**src/common/prl_pkg.sv**
```systemverilog
// Shared constants for the power-on sequencer and register access lock.
// Assumes a 100 MHz device clock and a 6-bit register address space.
package prl_pkg;

   // ------------------------------------------------------------------
   // Timing
   // ------------------------------------------------------------------
   localparam int CLK_PERIOD_NS          = 10;
   localparam int POR_RELEASE_TIME_NS    = 40000;
   localparam int POR_ANALOG_DELAY_NS    = 5000;
   localparam int POR_OUTPUT_DELAY_NS    = POR_RELEASE_TIME_NS + POR_ANALOG_DELAY_NS;
   localparam int UNLOCK_WINDOW_TIME_NS  = 8000000;
   // Least times round up, the window (a longest time) rounds down.
   localparam int POR_RELEASE_CYC  = (POR_RELEASE_TIME_NS + CLK_PERIOD_NS - 1) / CLK_PERIOD_NS;
   localparam int POR_ANALOG_CYC   = (POR_ANALOG_DELAY_NS + CLK_PERIOD_NS - 1) / CLK_PERIOD_NS;
   localparam int POR_OUTPUT_DELAY_CYC = POR_RELEASE_CYC + POR_ANALOG_CYC;
   localparam int UNLOCK_WINDOW_CYC_DEF = UNLOCK_WINDOW_TIME_NS / CLK_PERIOD_NS;

   // ------------------------------------------------------------------
   // Register map
   // ------------------------------------------------------------------
   localparam int         MEM_DEPTH          = 16;
   localparam logic [5:0] ADDR_FINE_GAIN     = 6'h00;
   localparam logic [5:0] ADDR_OFFSET_TRIM   = 6'h01;
   localparam logic [5:0] ADDR_COARSE_GAIN   = 6'h02;
   localparam logic [5:0] ADDR_LOCK_CFG      = 6'h03;
   localparam logic [5:0] ADDR_UNLOCK_KEY    = 6'h24;
   localparam int         TRIM_W             = 9;
   localparam int         COARSE_W           = 2;
   localparam int         PERM_LOCK_BIT      = 0;
   localparam logic [23:0] REG_RESET         = 24'h000000;
   // Arbitrary neutral customer key, not tied to any real part.
   localparam logic [29:0] CUSTOMER_KEY_DEF  = 30'h15A5_C3C3;
   localparam logic [1:0] RD_ECC_PASS        = 2'h3;
   localparam logic [3:0] RD_DONT_CARE       = 4'h0;

   // ------------------------------------------------------------------
   // Power sequencer states
   // ------------------------------------------------------------------
   typedef enum logic [3:0] {
      ST_OFF     = 4'h1,
      ST_RELEASE = 4'h2,
      ST_ANALOG  = 4'h4,
      ST_RUN     = 4'h8
   } prl_state_e;

endpackage

```
**src/common/prl_timer_if.sv**
```systemverilog
// Start and expiry handshake between the sequencer and one interval timer.
// Assumes both ends share the device clock.
interface prl_timer_if;
   logic run;
   logic done;
   modport ctrl (output run, input done);
   modport tmr  (input run, output done);
endinterface

```
**src/rtl/prl_timer.sv**
```systemverilog
// Interval timer: counts while run is high, clears when it drops.
// Assumes run is synchronous to sys_clk_i.
module prl_timer #(
   parameter int LIMIT = 4
) (
   // Clock and reset
   input  wire logic  sys_clk_i,
   input  wire logic  rstn_i,
   // Control handshake
   prl_timer_if.tmr   t
);
   localparam int W = $clog2(LIMIT + 1);
   localparam logic [W-1:0] LIM = W'(LIMIT);

   typedef struct packed {
      logic [W-1:0] cnt;
      logic         done;
   } prl_tmr_s;

   prl_tmr_s q;
   prl_tmr_s d;

   // --------------------------------------------------------------
   // Counter
   // --------------------------------------------------------------
   // Saturates at the limit; done is high once LIMIT edges have passed.
   always_comb begin
      d = q;
      if (!t.run) begin
         d.cnt = '0;
      end else if (q.cnt != LIM) begin
         d.cnt = q.cnt + W'(1);
      end
      d.done = t.run && (d.cnt == LIM);
   end

   // State register.
   always_ff @(posedge sys_clk_i or negedge rstn_i) begin
      if (!rstn_i) begin
         q <= '0;
      end else begin
         q <= d;
      end
   end

   assign t.done = q.done;
endmodule

```
**src/rtl/prl_por_lock.sv**
```systemverilog
// Power-on sequencer and register access lock of the field sensor.
// Assumes supply comparators and the decoded programming command arrive
// synchronous to sys_clk_i; rstn_i is the supply-level power-on reset.
module prl_por_lock
   import prl_pkg::*;
#(
   parameter int          UNLOCK_WINDOW_CYC = prl_pkg::UNLOCK_WINDOW_CYC_DEF,
   parameter logic [29:0] CUSTOMER_KEY      = prl_pkg::CUSTOMER_KEY_DEF
) (
   // Clock and reset
   input  wire logic                          sys_clk_i,
   input  wire logic                          rstn_i,
   // Supply and ground monitors
   input  wire logic                          vcc_above_rise_i,
   input  wire logic                          vcc_below_fall_i,
   input  wire logic                          gnd_ok_i,
   // Decoded programming command
   input  wire logic                          cmd_valid_i,
   input  wire logic                          cmd_write_i,
   input  wire logic [5:0]                    cmd_addr_i,
   input  wire logic [29:0]                   cmd_data_i,
   // Read answer
   output logic                               rd_valid_o,
   output logic [29:0]                        rd_data_o,
   // Sensor output stage and trims
   output logic                               out_en_o,
   output logic                               logic_active_o,
   output logic [prl_pkg::TRIM_W-1:0]         fine_gain_o,
   output logic [prl_pkg::TRIM_W-1:0]         zero_field_offset_trim_o,
   output logic [prl_pkg::COARSE_W-1:0]       coarse_gain_o,
   // Lock status
   output logic                               access_locked_o,
   output logic                               permanent_write_lock_o
);
   import prl_pkg::*;

   // ------------------------------------------------------------------
   // State
   // ------------------------------------------------------------------
   typedef struct packed {
      prl_state_e                   state;
      logic                         active;
      logic                         locked;
      logic                         perm_lock;
      logic                         out_en;
      logic                         rd_valid;
      logic [29:0]                  rd_data;
      logic [MEM_DEPTH-1:0][23:0]   mem;
   } prl_top_s;

   prl_top_s q;
   prl_top_s d;

   prl_timer_if rel_if ();
   prl_timer_if ana_if ();
   prl_timer_if win_if ();

   logic        in_mem;
   logic [3:0]  idx;
   logic        wr_ok;
   logic        key_ok;

   // ------------------------------------------------------------------
   // Timers
   // ------------------------------------------------------------------
   // Release and analog delays run only in their own state; the unlock
   // window runs from reset release while the logic is active.
   assign rel_if.run = (q.state == ST_RELEASE);
   assign ana_if.run = (q.state == ST_ANALOG);
   assign win_if.run = q.active;

   prl_timer #(.LIMIT(POR_RELEASE_CYC)) u_rel_tmr (
      .sys_clk_i (sys_clk_i),
      .rstn_i    (rstn_i),
      .t         (rel_if.tmr)
   );

   prl_timer #(.LIMIT(POR_ANALOG_CYC)) u_ana_tmr (
      .sys_clk_i (sys_clk_i),
      .rstn_i    (rstn_i),
      .t         (ana_if.tmr)
   );

   prl_timer #(.LIMIT(UNLOCK_WINDOW_CYC)) u_win_tmr (
      .sys_clk_i (sys_clk_i),
      .rstn_i    (rstn_i),
      .t         (win_if.tmr)
   );

   // ------------------------------------------------------------------
   // Command decode
   // ------------------------------------------------------------------
   // A register write other than the unlock key is taken only with the logic out of reset, the access lock
   // open and no permanent write lock in force.
   assign in_mem = (cmd_addr_i < 6'(MEM_DEPTH));
   assign idx    = cmd_addr_i[3:0];
   assign wr_ok  = q.active && !q.locked && !q.perm_lock;
   assign key_ok = q.active && q.locked && !q.perm_lock && !win_if.done
                   && (cmd_data_i == CUSTOMER_KEY);

   // ------------------------------------------------------------------
   // Next state
   // ------------------------------------------------------------------
   always_comb begin
      d          = q;
      d.rd_valid = 1'b0;
      case (q.state)
         ST_OFF: begin
            if (vcc_above_rise_i && !vcc_below_fall_i) begin
               d.state = ST_RELEASE;
            end
         end
         ST_RELEASE: begin
            if (!vcc_above_rise_i || vcc_below_fall_i) begin
               d.state = ST_OFF;
            end else if (rel_if.done) begin
               d.state = ST_ANALOG;
            end
         end
         ST_ANALOG: begin
            if (vcc_below_fall_i) begin
               d.state = ST_OFF;
            end else if (ana_if.done) begin
               d.state = ST_RUN;
            end
         end
         ST_RUN: begin
            if (vcc_below_fall_i) begin
               d.state = ST_OFF;
            end
         end
         default: begin
            d.state = ST_OFF;
         end
      endcase

      // Logic leaves reset with the release count; the permanent lock is
      // sampled only here, so a newly set bit waits for a power cycle.
      if (q.state == ST_RELEASE && d.state == ST_ANALOG) begin
         d.active    = 1'b1;
         d.perm_lock = q.mem[ADDR_LOCK_CFG[3:0]][PERM_LOCK_BIT];
      end

      // Register access, rejected while locked except for the unlock key write.
      if (cmd_valid_i && q.active) begin
         if (cmd_write_i) begin
            if (cmd_addr_i == ADDR_UNLOCK_KEY) begin
               if (key_ok) begin
                  d.locked = 1'b0;
               end
            end else if (wr_ok && in_mem) begin
               d.mem[idx] = cmd_data_i[23:0];
            end
         end else if (!q.locked) begin
            d.rd_valid = 1'b1;
            d.rd_data  = {RD_DONT_CARE, RD_ECC_PASS, REG_RESET};
            if (in_mem) begin
               d.rd_data[23:0] = q.mem[idx];
            end
         end
      end

      // A supply fall re-arms the lock, even over a key taken in the same cycle.
      if (d.state == ST_OFF) begin
         d.active    = 1'b0;
         d.locked    = 1'b1;
         d.perm_lock = 1'b0;
      end

      // Output drives only in normal operation with ground present.
      d.out_en = (d.state == ST_RUN) && gnd_ok_i;
   end

   // State register.
   always_ff @(posedge sys_clk_i or negedge rstn_i) begin
      if (!rstn_i) begin
         q.state     <= ST_OFF;
         q.active    <= 1'b0;
         q.locked    <= 1'b1;
         q.perm_lock <= 1'b0;
         q.out_en    <= 1'b0;
         q.rd_valid  <= 1'b0;
         q.rd_data   <= '0;
         q.mem       <= {MEM_DEPTH{REG_RESET}};
      end else begin
         q <= d;
      end
   end

   // ------------------------------------------------------------------
   // Outputs
   // ------------------------------------------------------------------
   // Trims steer the analog path directly from the stored words.
   assign rd_valid_o               = q.rd_valid;
   assign rd_data_o                = q.rd_data;
   assign out_en_o                 = q.out_en;
   assign logic_active_o           = q.active;
   assign fine_gain_o              = q.mem[ADDR_FINE_GAIN[3:0]][TRIM_W-1:0];
   assign zero_field_offset_trim_o = q.mem[ADDR_OFFSET_TRIM[3:0]][TRIM_W-1:0];
   assign coarse_gain_o            = q.mem[ADDR_COARSE_GAIN[3:0]][COARSE_W-1:0];
   assign access_locked_o          = q.locked;
   assign permanent_write_lock_o   = q.perm_lock;

   // Cycles since the sequencer last left the off state, saturating at POR_OUTPUT_DELAY_CYC + 8.
   int up_cnt;
   always_ff @(posedge sys_clk_i or negedge rstn_i) begin
      if (!rstn_i) begin
         up_cnt <= 0;
      end else if (q.state == ST_OFF) begin
         up_cnt <= 0;
      end else if (up_cnt < POR_OUTPUT_DELAY_CYC + 8) begin
         up_cnt <= up_cnt + 1;
      end
   end
endmodule

```
**config.mk**
```make
export PLATFORM = sky130hd
export DESIGN_NAME = prl_por_lock
export DESIGN_NICKNAME = d
export VERILOG_FILES = /design/src/common/prl_pkg.sv /design/src/common/prl_timer_if.sv /design/src/rtl/prl_timer.sv /design/src/rtl/prl_por_lock.sv
export SDC_FILE = /design/constraint.sdc
export NUM_CORES = 1
export LEC_CHECK = 0
export ABC_CLOCK_PERIOD_IN_PS = 3200
export BUFFER_PORTS_ARGS = -buffer_cell sky130_fd_sc_hd__buf_2
export CORE_MARGIN = 3
export CORE_UTILIZATION = 67
export CTS_CLUSTER_SIZE = 40
export DETAILED_ROUTE_END_ITERATION = 8
export GPL_ROUTABILITY_DRIVEN = 1
export MAX_ROUTING_LAYER = met4
export PLACE_DENSITY_LB_ADDON = 0.05
export SLEW_MARGIN = 30
export SYNTH_ARGS = -nofsm -noshare
export SYNTH_HDL_FRONTEND = slang
export SYNTH_SLANG_ARGS = --single-unit
```
**constraint.sdc**
```tcl
create_clock -name sys_clk_i -period 3.2 [get_ports sys_clk_i]
set_input_delay 0 -clock sys_clk_i [delete_from_list [all_inputs] [get_ports sys_clk_i]]
set_output_delay 0 -clock sys_clk_i [all_outputs]
set_load 0.005 [all_outputs]
```
==> flow_summary_export.csv <==
group,metric,value,unit
status,status,"completed",
synth,synth_top_area_share,53.5,%
synth,yosys.area_share.simple,6.52,%
timing,setup_viol,0,
synth,synth_top_area_cell,"dfrtp_1",
power,seqPwrFrac,50.5,%
power,p_sw,2.56,mW
finish,nNetsFinal,1602,
clock_network,cts_buffer_depth,3,
finish,layout_commonest_cell,"dfrtp_1",
synth,synth-seq-cells,462,
clock_network,h-tree-depth,2,
place,portBuffers,93,
synth,synth_cells,1490,
synth,synth-xor-area-share,1.30,%
synth,synthArstFlopShare,100,%
timing,worst_slew_pin_slew,0.820,ns
timing,finalClockSkew,0.0198,ns
worst_setup_path,r2r-start,"logic_active_o$_DFFE_PN0P_",
synth,synth_compound_area_share,0.965,%
place,gp_congestion,0.881,
finish,diodes,0,
die,io_pins,98,
synth,yosys_warnings,0,
worst_setup_path,reg2regPathDepth,7,
die,die-area,0.0343,sq mm
worst_setup_path,cp.arrival,3.13,ns
clock_network,ctsRootBufferMaster,"clkbuf_16",
power,total_power,11.6,mW
finish,drive_gt1_share,43.6,%
place,dp_hpwl,30600,um
power,powerDensity,483,mW/mm^2
clock_network,cts_buffers,47,
worst_setup_path,cp-end-kind,"flop",
run,maxCapViolCount,0,
synth,ys_types,56,
timing,slew_headroom,44.9,%
clock_network,numClockSinks,462,
timing,worst_slack,0.500,ns
worst_setup_path,path_class,"flop to flop",
die,num_rows,64,
finish,fillers,1872,
drt,firstDrtPassIters,6,
finish,mostFrequentLayoutCells,"dfrtp_1, mux2_2, mux4_2",
worst_setup_path,crit_start,"logic_active_o$_DFFE_PN0P_",
grt,antenna_found_initial,0,
drt,first_iter_violations,772,
power,leakage,11.7,nW
clock_network,clkLatencyLatePin,0.56,ns
die,die_w,185,um
timing,rsz0062_at_grt,"false",
power,p_comb_share,4.0,%
timing,period_minus_slack,2.70,ns
synth,ys_top_cells_by_area,"dfrtp_1, mux2_2, mux4_2",
drt,num_vias,12790,
power,sw_frac_of_total,22.1,%
synth,avgSynthCellArea,14.4,sq um
synth,synth-adder-area-share,0.395,%
synth,synthesis.area,0.0215,sq mm
power,clock_power_share,45.5,%
place,place_ws,0.550,ns
worst_setup_path,r2r_setup_slack,0.50,ns
timing,final_hold_viol_count,0,
finish,area_growth,11.6,%
synth,seq_area_frac_synth,53.7,%
grt,grt_max_degree,100,
synth,synth_ff_type,"dfrtp_1",
synth,synth-edff-count,0,
die,start_util,69.1,%
grt,overflow,0,
die,coreArea,0.0311,sq mm
power,peakVddDrop,0.479,mV
power,p_int,9.03,mW
timing,finalCritPeriodShare,84.4,%
grt,grt_pass1_wl,77300,um
synth,synthMuxAreaShare,33.0,%
grt,grt_usage,30.4,%
die,die_y,185,um
min_path,hp-class,"primary input to async pin",
timing,finalSetupTns,0,ns
clock_network,cts_repair_resize_count,0,
clock_network,clk_pin_slew,0.06,ns
drt,drt-vias-per-instance,6.45,
drt,finalWirelength,48200,um
timing,fmax,0.370,GHz
synth,synth_top_family_by_area,"multiplexers",
worst_setup_path,path_max_fanout,24,
grt,first_global_vias,13545,
clock_network,cts_tree,"built",
drt,drcViolationCount,0,
timing,slew_violations,0,
drt,wl_per_cell,24.3,um
drt,ant_nets,0,
worst_setup_path,startpoint_type,"flop",
worst_setup_path,critPathRequiredTime,3.62,ns
-- per-layer routing --
metal  up-vias  wire length, um  GRT usage [%]
met3        93             2540           4.07
li1       5505                -              -
met1      6813            20900           42.7
met2       379            23600           48.2
met4         0             1100           7.80
met5         -                0              -
-- cells in the mapped netlist (9+ instances only) --
cell type / n
a21oi_1: 11
nand2_1: 78
nor2_1: 57
clkbuf_1: 56
mux2_2: 345
inv_1: 13
buf_2: 40
o21ai_0: 10
nand3_1: 43
mux2_1: 40
dfrtp_1: 460
xnor2_1: 17
nand2b_1: 10
xor2_1: 15
buf_1: 10
buf_4: 50
nor3_1: 11
nand4_1: 11
mux4_2: 120
and3_1: 9
-- repair_timing --
item	CTS	global route
setup buffers	0	0
hold buffers	32	0
endpoints found under the hold margin	421	0
-- layout make-up --
cell class | count | area [sq um] | area share (%)
sequential | 462 | 11600 | 48.2
clock inverter | 16 | 126 | 0.526
inverter | 14 | 52.6 | 0.219
clock buffer | 68 | 1370 | 5.69
tap | 396 | 495 | 2.06
multi-input combinational | 861 | 9160 | 38.2
timing repair buffer | 167 | 1240 | 5.19
-- worst max-delay path, cell delays in order, from the launching register on --
cell and delay, ns:
dfrtp_1 0.37, buf_4 0.20, inv_2 0.06, nor4b_2 0.49, nand3_1 0.41, nor3_4 0.23, buf_4 0.42, mux2_2 0.39
-- stage by stage --
step | hold slack (ns) | area (sq um) | util [%] | instances
final | 0.0379 | 24000 | 77.1 | 1984
after global routing | 0.0654 | 24000 | 77.1 | 1984
after CTS | 0.0257 | 24000 | 77.0 | 1983
after detailed placement | 0.0618 | 22200 | 71.2 | 1867
after global placement | 0.0607 | 22200 | 71.2 | 1867
after floorplan | -0.296 | 21500 | - | 1493
-- kinds of logic after synthesis --
| logic type | count (synthesis) |
|---|---|
| multiplexers | 511 |
| flip-flops | 462 |
| AND/OR/NAND/NOR | 273 |
| buffers and inverters | 170 |
| AO/OA/AOI/OAI | 34 |
| XOR/XNOR | 32 |
| adder cells (fa/ha/maj) | 7 |
| other | 1 |
-- how the worst max path moves through the flow --
stage | end | slack [ns] | depth (start not counted)
floorplan | flop | 1.10 | 6
global placement | flop | 0.65 | 7
detailed placement | flop | 0.55 | 7
CTS | flop | 0.55 | 7
global route | flop | 0.36 | 7
finish | flop | 0.50 | 7
-- power groups by stage --
stage	combinational, mW	sequential, mW	clock [mW]
finish	0.463	5.85	5.28
global route	0.509	5.84	5.60
floorplan	0.183	5.95	0
global placement	0.434	5.95	0
detailed placement	0.438	5.95	0
CTS	0.468	5.85	5.34
Note: power is estimated with default switching activity, not from simulation.
